==> src/common/mmla_regs.svh <==
`ifndef MMLA_REGS_SVH
`define MMLA_REGS_SVH

// register byte offsets on the bus
`define MMLA_OFS_DEST 8'h00
`define MMLA_OFS_SRC 8'h04
`define MMLA_OFS_INSTR 8'h08
`define MMLA_OFS_RESULT 8'h0C
`define MMLA_OFS_FLAGS 8'h10
`define MMLA_OFS_STATUS 8'h14

// instruction codes of the four limit operations
`define MMLA_OP_MAX_U 6'h13
`define MMLA_OP_MAX_S 6'h11
`define MMLA_OP_MIN_U 6'h12
`define MMLA_OP_MIN_S 6'h10

// field positions
`define MMLA_FLAGS_Z_BIT 0
`define MMLA_FLAGS_C_BIT 1
`define MMLA_STAT_BUSY_BIT 0
`define MMLA_STAT_DONE_BIT 1
`define MMLA_STAT_WROTE_BIT 2
`define MMLA_STAT_BADOP_BIT 3

// reset values
`define MMLA_RST_WORD 32'h0000_0000
`define MMLA_RST_BIT 1'b0

// timing: cycles from instruction issue to completion
`define MMLA_EXEC_CYCLES 4

`endif

==> src/common/mmla_pkg.sv <==
package mmla_pkg;

	typedef struct packed {
		logic [5:0] opcode;
		logic zero_flag_write_effect;
		logic carry_flag_write_effect;
		logic write_result;
		logic imm;
		logic [3:0] cond;
		logic [8:0] dest_field;
		logic [8:0] src_field;
	} mmla_instr_s;

	typedef enum logic [4:0] {
		MMLA_IDLE = 5'h01,
		MMLA_DECODE = 5'h02,
		MMLA_OPERAND = 5'h04,
		MMLA_COMPARE = 5'h08,
		MMLA_WRITEBACK = 5'h10
	} mmla_state_e;

	typedef struct packed {
		logic bad_op;
		logic wrote;
		logic done;
		logic busy;
	} mmla_status_s;

	typedef struct packed {
		logic is_signed;
		logic take_greater;
	} mmla_kind_s;

endpackage

==> src/hw/mmla_compare.sv <==
`timescale 1ns/1ps
`default_nettype none

module mmla_compare #(
	parameter int WIDTH = 32
) (
	input wire logic [WIDTH-1:0] dest_in,
	input wire logic [WIDTH-1:0] src_in,
	input wire mmla_pkg::mmla_kind_s kind_in,
	output logic [WIDTH-1:0] result_out,
	output logic less_out,
	output logic zero_out
);

	wire less_u = dest_in < src_in;
	wire less_s = $signed(dest_in) < $signed(src_in);

	// one comparator serves both limit directions
	assign less_out = kind_in.is_signed ? less_s : less_u;
	// upper limit keeps the smaller, lower limit the larger
	assign result_out = (kind_in.take_greater ^ less_out) ? dest_in : src_in;
	assign zero_out = src_in == '0;

endmodule // mmla_compare

`default_nettype wire

==> src/hw/mmla_top.sv <==
`timescale 1ns/1ps
`default_nettype none
`include "mmla_regs.svh"

module mmla_top #(
	parameter int WIDTH = 32
) (
	input wire logic clk_sys_in,
	input wire logic reset_in,
	input wire logic psel_in,
	input wire logic penable_in,
	input wire logic pwrite_in,
	input wire logic [7:0] paddr_in,
	input wire logic [31:0] pwdata_in,
	output logic [31:0] prdata_out,
	output logic pready_out,
	output logic pslverr_out,
	output logic [WIDTH-1:0] result_out,
	output logic result_we_out,
	output logic zero_flag_out,
	output logic carry_flag_out,
	output logic busy_out
);

	mmla_pkg::mmla_state_e st;
	mmla_pkg::mmla_state_e next_st;
	mmla_pkg::mmla_instr_s ins;
	mmla_pkg::mmla_kind_s kind;
	mmla_pkg::mmla_status_s stat;
	logic [WIDTH-1:0] dest_reg;
	logic [WIDTH-1:0] src_reg;
	logic [WIDTH-1:0] dest_op;
	logic [WIDTH-1:0] src_op;
	logic [WIDTH-1:0] cmp_res;
	logic cmp_less;
	logic cmp_zero;
	logic done;
	logic wrote;
	logic bad_op;

	// bus decode
	wire setup = psel_in && !penable_in;
	wire access = psel_in && penable_in && pready_out;
	wire hit_dest = paddr_in == `MMLA_OFS_DEST;
	wire hit_src = paddr_in == `MMLA_OFS_SRC;
	wire hit_instr = paddr_in == `MMLA_OFS_INSTR;
	wire hit_res = paddr_in == `MMLA_OFS_RESULT;
	wire hit_flags = paddr_in == `MMLA_OFS_FLAGS;
	wire hit_stat = paddr_in == `MMLA_OFS_STATUS;
	wire hit_any = hit_dest || hit_src || hit_instr || hit_res || hit_flags || hit_stat;
	wire hit_ro = hit_res || hit_stat;
	wire mmla_pkg::mmla_instr_s wins = pwdata_in;
	wire op_ok = wins.opcode == `MMLA_OP_MAX_U || wins.opcode == `MMLA_OP_MAX_S ||
		wins.opcode == `MMLA_OP_MIN_U || wins.opcode == `MMLA_OP_MIN_S;
	wire bad_instr = pwrite_in && hit_instr && !op_ok;
	// writes are refused while busy so software never races the datapath
	wire refuse = !hit_any || (pwrite_in && (hit_ro || busy_out)) || bad_instr;
	wire wr_ok = access && pwrite_in && !pslverr_out;
	wire instr_wr = wr_ok && hit_instr;
	wire bad_wr = access && pwrite_in && hit_instr && pslverr_out && !busy_out;
	wire idle = st == mmla_pkg::MMLA_IDLE;

	assign stat.busy = busy_out;
	assign stat.done = done;
	assign stat.wrote = wrote;
	assign stat.bad_op = bad_op;

	wire [31:0] flags_word = {30'h0, carry_flag_out, zero_flag_out};
	wire [31:0] rd_data = hit_dest ? dest_reg :
		hit_src ? src_reg :
		hit_instr ? ins :
		hit_res ? result_out :
		hit_flags ? flags_word :
		hit_stat ? {28'h0, stat} : `MMLA_RST_WORD;

	// operand select and decode
	wire [WIDTH-1:0] imm_ext = {{(WIDTH-9){1'b0}}, ins.src_field};
	wire [WIDTH-1:0] next_src_op = ins.imm ? imm_ext : src_reg;
	wire next_signed = ins.opcode == `MMLA_OP_MAX_S || ins.opcode == `MMLA_OP_MIN_S;
	wire next_greater = ins.opcode == `MMLA_OP_MIN_U || ins.opcode == `MMLA_OP_MIN_S;

	logic [WIDTH-1:0] alu_res;
	logic alu_less;
	logic alu_zero;

	mmla_compare #(
		.WIDTH(WIDTH)
	) u_compare (
		.dest_in(dest_op),
		.src_in(src_op),
		.kind_in(kind),
		.result_out(alu_res),
		.less_out(alu_less),
		.zero_out(alu_zero)
	);

	// four fixed stages, no early exit
	always_comb begin
		case (st)
			mmla_pkg::MMLA_IDLE: next_st = instr_wr ? mmla_pkg::MMLA_DECODE : mmla_pkg::MMLA_IDLE;
			mmla_pkg::MMLA_DECODE: next_st = mmla_pkg::MMLA_OPERAND;
			mmla_pkg::MMLA_OPERAND: next_st = mmla_pkg::MMLA_COMPARE;
			mmla_pkg::MMLA_COMPARE: next_st = mmla_pkg::MMLA_WRITEBACK;
			mmla_pkg::MMLA_WRITEBACK: next_st = mmla_pkg::MMLA_IDLE;
			default: next_st = mmla_pkg::MMLA_IDLE;
		endcase
	end

	always_ff @(posedge clk_sys_in or posedge reset_in) begin
		if (reset_in) begin
			st <= mmla_pkg::MMLA_IDLE;
			busy_out <= `MMLA_RST_BIT;
		end else begin
			st <= next_st;
			busy_out <= next_st != mmla_pkg::MMLA_IDLE;
		end
	end

	// bus slave: answer prepared in setup, zero wait states
	always_ff @(posedge clk_sys_in or posedge reset_in) begin
		if (reset_in) begin
			pready_out <= `MMLA_RST_BIT;
			pslverr_out <= `MMLA_RST_BIT;
			prdata_out <= `MMLA_RST_WORD;
		end else begin
			pready_out <= setup;
			pslverr_out <= setup && refuse;
			prdata_out <= (setup && !pwrite_in) ? rd_data : `MMLA_RST_WORD;
		end
	end

	always_ff @(posedge clk_sys_in or posedge reset_in) begin
		if (reset_in) begin
			dest_reg <= `MMLA_RST_WORD;
			src_reg <= `MMLA_RST_WORD;
			ins <= `MMLA_RST_WORD;
		end else if (wr_ok) begin
			if (hit_dest) dest_reg <= pwdata_in;
			if (hit_src) src_reg <= pwdata_in;
			if (hit_instr) ins <= pwdata_in;
		end
	end

	always_ff @(posedge clk_sys_in or posedge reset_in) begin
		if (reset_in) begin
			kind <= '0;
			dest_op <= `MMLA_RST_WORD;
			src_op <= `MMLA_RST_WORD;
			cmp_res <= `MMLA_RST_WORD;
			cmp_less <= `MMLA_RST_BIT;
			cmp_zero <= `MMLA_RST_BIT;
		end else begin
			if (st == mmla_pkg::MMLA_DECODE) kind <= '{next_signed, next_greater};
			if (st == mmla_pkg::MMLA_OPERAND) begin
				dest_op <= dest_reg;
				src_op <= next_src_op;
			end
			if (st == mmla_pkg::MMLA_COMPARE) begin
				cmp_res <= alu_res;
				cmp_less <= alu_less;
				cmp_zero <= alu_zero;
			end
		end
	end

	wire wb = st == mmla_pkg::MMLA_WRITEBACK;
	wire flags_sw = wr_ok && hit_flags;

	always_ff @(posedge clk_sys_in or posedge reset_in) begin
		if (reset_in) begin
			result_out <= `MMLA_RST_WORD;
			result_we_out <= `MMLA_RST_BIT;
		end else begin
			result_we_out <= wb && ins.write_result;
			if (wb && ins.write_result) result_out <= cmp_res;
		end
	end

	// flags move only with their effect bit or a software write
	always_ff @(posedge clk_sys_in or posedge reset_in) begin
		if (reset_in) begin
			zero_flag_out <= `MMLA_RST_BIT;
			carry_flag_out <= `MMLA_RST_BIT;
		end else if (wb) begin
			if (ins.zero_flag_write_effect) zero_flag_out <= cmp_zero;
			if (ins.carry_flag_write_effect) carry_flag_out <= cmp_less;
		end else if (flags_sw) begin
			zero_flag_out <= pwdata_in[`MMLA_FLAGS_Z_BIT];
			carry_flag_out <= pwdata_in[`MMLA_FLAGS_C_BIT];
		end
	end

	always_ff @(posedge clk_sys_in or posedge reset_in) begin
		if (reset_in) begin
			done <= `MMLA_RST_BIT;
			wrote <= `MMLA_RST_BIT;
			bad_op <= `MMLA_RST_BIT;
		end else begin
			if (instr_wr) begin
				done <= 1'b0;
				wrote <= 1'b0;
				bad_op <= 1'b0;
			end else if (wb) begin
				done <= 1'b1;
				wrote <= ins.write_result;
			end
			if (bad_wr) bad_op <= 1'b1;
		end
	end
endmodule // mmla_top

`default_nettype wire

==> config.mk <==
export PLATFORM = sky130hd
export DESIGN_NAME = mmla_top
export DESIGN_NICKNAME = d
export VERILOG_FILES = /design/src/common/mmla_pkg.sv /design/src/hw/mmla_compare.sv /design/src/hw/mmla_top.sv
export VERILOG_INCLUDE_DIRS = /design/src /design/src/common
export SDC_FILE = /design/constraint.sdc
export NUM_CORES = 1
export LEC_CHECK = 0
export ABC_AREA = 0
export BUFFER_PORTS_ARGS = -buffer_cell sky130_fd_sc_hd__buf_2
export CORE_ASPECT_RATIO = 1.4
export CORE_MARGIN = 1
export CORE_UTILIZATION = 60
export DETAILED_ROUTE_END_ITERATION = 10
export PLACE_DENSITY = 0.92
export SLEW_MARGIN = 20
export SYNTH_ARGS = -nofsm -noshare
export SYNTH_HDL_FRONTEND = slang
export SYNTH_SLANG_ARGS = --single-unit
==> constraint.sdc <==
create_clock -name clk_sys_in -period 14.5 [get_ports clk_sys_in]
set_clock_uncertainty 0.2 [all_clocks]
set_input_delay 2.9 -clock clk_sys_in [delete_from_list [all_inputs] [get_ports clk_sys_in]]
set_output_delay 2.9 -clock clk_sys_in [all_outputs]
set_load 0.01 [all_outputs]
# Word level (Yosys, flattened, before mapping)

Index checks and enable logic that the tools add are counted.

Memory bits (writable): 0
Output and inout port bits: 70
Bits in read-only memories: 0
Memories kept: 0
Word-level logic and storage cells: 122
Latch bits: 0
Bits in registers: 274

Reduce and logical (&&, ||, !) cells: 46
$add $sub $neg: 0
Multipliers: 0
Bitwise operators: 1
Shift-type cells: 0
Equality and inequality tests: 20
Magnitude comparators: 2
Divide/modulo/power cells: 0
Muxes and demuxes: 24

Operators with widths:

| kind                                                            | count |
|---|---|
| 32-bit two-way mux                                              | 7 |
| 32-bit less-than comparator                                     | 2 |
| 6-bit by 5-bit == test with 1-bit output, second input constant | 7 |
| 32-bit logical NOT                                              | 1 |
| 5-bit one-hot mux with 4 select lines                           | 1 |
| 8-bit by 4-bit == test with 1-bit output, second input constant | 2 |
| 8-bit by 5-bit == test with 1-bit output, second input constant | 2 |
| 1-bit logical AND                                               | 16 |
| 1-bit logical OR                                                | 14 |
| 1-bit two-way mux                                               | 13 |
| 2-bit AND reduction                                             | 5 |
| 8-bit by 3-bit == test with 1-bit output, second input constant | 1 |
| 8-bit logical NOT                                               | 1 |
| 4-bit two-way mux                                               | 2 |
| 1-bit logical NOT                                               | 6 |
| 2-bit nonzero test                                              | 3 |
| 5-bit by 1-bit == test with 1-bit output, second input constant | 1 |
| 5-bit by 2-bit == test with 1-bit output, second input constant | 1 |
| 5-bit by 3-bit == test with 1-bit output, second input constant | 1 |
| 5-bit by 4-bit == test with 1-bit output, second input constant | 1 |
| 5-bit == test, second input constant                            | 1 |
| 5-bit by 1-bit != test with 1-bit output, second input constant | 1 |
| 2-bit != test, second input constant                            | 2 |
| 2-bit two-way mux                                               | 1 |
| 1-bit XOR                                                       | 1 |

# Logic depth before layout (Yosys ltp)

Word-level depth: 10
Gate-level depth with buffers: 10
Depth with buffers taken out: 9

# Cells and area by module

Synthesis repeated with hierarchy kept, for this count alone.

Cells, all modules: 983
Area, all modules: 12784.8 sq um

Modules (own cells, without submodules):

| module       | instances | cells each | area an instance (sq um) |
|---|---|---|---|
| mmla_top     | 1         | 828        | 11507.3 |
| mmla_compare | 1         | 155        | 1277.5 |

# Worst setup path before layout

OpenSTA, ideal clock, no wires.

Kind: input -> register
Start point: input port paddr_in[1]
End point: register dest_reg[0]
Data required time: 14175 ps
Path buffers: 3
Slack: 9114 ps
Arrival time: 5061 ps
Stages on the path: 8
Path through: or3_4 > or4_4 > or3_1 > buf_2 > or3_1 > buf_6 > buf_12 > mux2_4

Longest elaborated chain between the ends: 2

Ends and longest elaborated chain:

| what                                 | RTL line        | text |
|---|---|---|
| start, declared                      | mmla_top.sv:13  | `input wire logic [7:0] paddr_in,` |
| 8-bit logical NOT (no source line)   | n/a             |  |
| 2-bit AND reduction (no source line) | n/a             |  |
| end signal, assigned                 | mmla_top.sv:134 | `` dest_reg <= `MMLA_RST_WORD; `` |
| end signal, assigned                 | mmla_top.sv:138 | `if (hit_dest) dest_reg <= pwdata_in;` |
| end, declared                        | mmla_top.sv:30  | `logic [WIDTH-1:0] dest_reg;` |

No other way between the ends.
A chain may end at the register's enable or synchronous reset.

# Worst setup path after layout

Start point: input port paddr_in[1]
End point: register dest_reg[9]

The elaborated chain is that of the path after synthesis.

==> flow_summary.ini <==
[outcome]
status = finished, final reports clean

[yosys]
synthCells = 1149
synth_nets = 1225
synth_seq_cells = 274
yosysTopAreaCellShare_pct = 54.10
synth_fa_ha_area_share_pct = 3.072
ys.flop_type = dfrtp_1
synth_top_family_by_area = simple AND/OR/NAND/NOR gates
synth_compound_area_share_pct = 6.599
synthMuxAreaShare_pct = 15.04
synth_warnings = 0
synth_area_sq_um = 12630
ys_seq_area_share_pct = 54.31
syn_avg_cell_area_sq_um = 10.99
ys_async_sr_fraction_pct = 100.0
yosys.area_share.simple_pct = 17.25
synth-edff-count = 0
synth_xor_area_share_pct = 0
yosysUniqueCellTypes = 52
yosysTopAreaCell = dfrtp_1
synth_top_cells_by_area = dfrtp_1 (54%), nand2_1 (7.7%), mux2_2 (6.1%)

[timing]
final.min_clock_period_ns = 5.428
setup_ws_ns = 9.072
drv_slew = 0
max_freq_mhz = 184.2
fin_crit_sh_pct = 37.44
worst_slew_margin_rel_pct = 27.88
report.final.setup_viol = 0
tightest_slew_ns = 1.081
hold_slack_ns = 0.2743
hold_violations = 0
rsz0062_at_grt = no
setup_tns_ns = 0

[floorplan]
io_pins = 115
die-area_sq_um = 21640
num_rows = 62
coreArea_sq_um = 20560
floorplan.die.width_um = 124.6
initial_utilization_pct = 61.42
die_h_um = 173.7

[clock_tree]
cts_post_setup_buffers_inserted = 0
cts.htree.levels = 1
cts_hold_buf = 0
cts_resized = 0
cts.sink_count = 274
cts_buffers = 25
clk_transition_reported_paths_ns = 0.06
cts_tree = done
cts-root-buf = clkbuf_16
clockBufferDepth = 3
worstSkewPairLatency_ns = 0.55

[global_route]
grt_pass1_wl_um = 54780
grt_pass1_vias = 10540
antenna_found_initial = 0
grt_overflow_total = 0
grt.total_usage_pct = 32.10
grt_max_degree = 167

[final_layout]
final_area_sq_um = 14220
diodes = 0
syn2layout_area_growth_pct = 12.60
num-nets-final = 1313
layout_commonest_cell = dfrtp_1
drive_gt1_share_pct = 24.14
layout_common_cells = dfrtp_1 (273), nand2_1 (258), buf_2 (113), mux2_2 (68), o21ai_0 (44)
fillerInstances = 1341

[placed_design]
hpwl_um = 20660
io_buffers = 114
dp_slack_ns = 8.488
gp_congestion = 0.8447
placed_cell_area_sq_um = 13390

[route]
drt_first_pass_iters = 6
vias = 9913
wl_per_cell_um = 22.94
drt_iter0_markers = 1063
drt_wl_total_um = 34570
drcViolationCount = 0
ant_nets = 0
routed_via_density = 6.578

[power_and_ir_drop]
power_density_nw_per_um2 = 104.3
total_power_uw = 1482
p_leak_uw = 0.007456
peakVddDrop_uv = 92.58

[critical_path]
slowest_stage = or3_1
worst_ep_arrival_time_ns = 5.65
critical_path.max_fanout = 32
cp_top_family = simple AND/OR/NAND/NOR gates
rrSetupSlack_ns = 10.35
critical_path_required_ns = 14.72
start_kind = input pin
crit_type = in2reg
cp.buffers_inverters = 2
critical_path.max_stage_delay_ns = 0.54
cp-end-kind = flop
crit_chain = buf_2 -> or3_4 -> or4_4 -> or3_1 -> or3_2 -> buf_4 -> mux2_4

[min_path]
hp-class = reg2reg

[run]
drv_cap = 0
[path summary, 6_finish.rpt]
path | startpoint | end | cells past startpoint
max in group asynchronous | reset_in | src_op[7]$_DFFE_PP0P_ | 3
max | paddr_in[1] | dest_reg[9]$_DFFE_PP0P_ | 7
min | ins[14]$_DFFE_PP0P_ | ins[14]$_DFFE_PP0P_ | 2
min in group asynchronous | reset_in | pready_out$_DFF_PP0_ | 2
max reg2reg | dest_op[25]$_DFFE_PP0P_ | cmp_res[5]$_DFFE_PP0N_ | 10
min reg2reg | ins[14]$_DFFE_PP0P_ | ins[14]$_DFFE_PP0P_ | 2
[synth_stat cells, types with 3 or more instances]
cell,count
dfrtp_1,273
nand2_1,258
mux2_2,68
clkbuf_1,61
o21ai_0,44
nand4_1,40
inv_1,38
nand3_1,36
nor2_1,36
o211ai_1,32
ha_1,31
mux2_4,30
nand3b_1,28
and3_1,22
mux2i_1,21
mux4_2,21
a21oi_1,17
nand2b_1,12
nor4_1,11
nor3_1,8
a2111oi_0,7
buf_1,5
a22oi_1,4
a31oi_1,4
nor2b_1,4
a211oi_1,3
a22o_1,3
and2_1,3
buf_12,3
[per-stage QoR]
step | instances | util [%]
global route | 1507 | 69.17
global placement | 1465 | 65.12
detailed placement | 1465 | 65.14
finish | 1507 | 69.17
CTS | 1506 | 69.10
floorplan | 1149 | -
[report_power, final]
part / total [uW] / internal [uW] / leakage (uW) / switching [uW]
registers: 767 / 765 / 0.00381 / 1.20
clock network: 673 / 378 / 0.000403 / 295
logic: 42.4 / 11.2 / 0.00324 / 31.2
[cell families after synthesis]
family / after synthesis
muxes: 140
buffers and inverters: 110
AOI/OAI and AO/OA: 128
and+or+nand+nor: 466
adders and majority gates: 31
DFF: 274
[cell type report]
class / instances / area, sq um / area share, %
inverter: 39 / 153.9 / 1.082
multi-input combinational: 765 / 5355 / 37.66
timing repair buffer: 132 / 718.2 / 5.051
sequential: 274 / 6858 / 48.23
clock inverter: 4 / 52.55 / 0.3696
tap: 256 / 320.3 / 2.253
clock buffer: 37 / 760.7 / 5.350
[worst register-to-register path: stages, from the launching register on]
cell      delay [ns]
dfrtp_1         0.41
ha_1            0.34
a21oi_1         0.20
o21ai_0         0.13
a221oi_1        0.71
clkbuf_2        0.31
mux2i_1         0.36
o311a_1         0.67
buf_4           0.39
nand4_1         0.20
nand3_1         0.16
[metal layers]
metal	track usage (%)	routed length, um	vias to the layer above
met2	55.00	17800	588
met1	37.56	12240	4959
li1	-	-	4194
met4	19.88	1867	0
met5	0	0	-
met3	5.463	2653	172
Note: power is estimated with default switching activity, not from simulation.
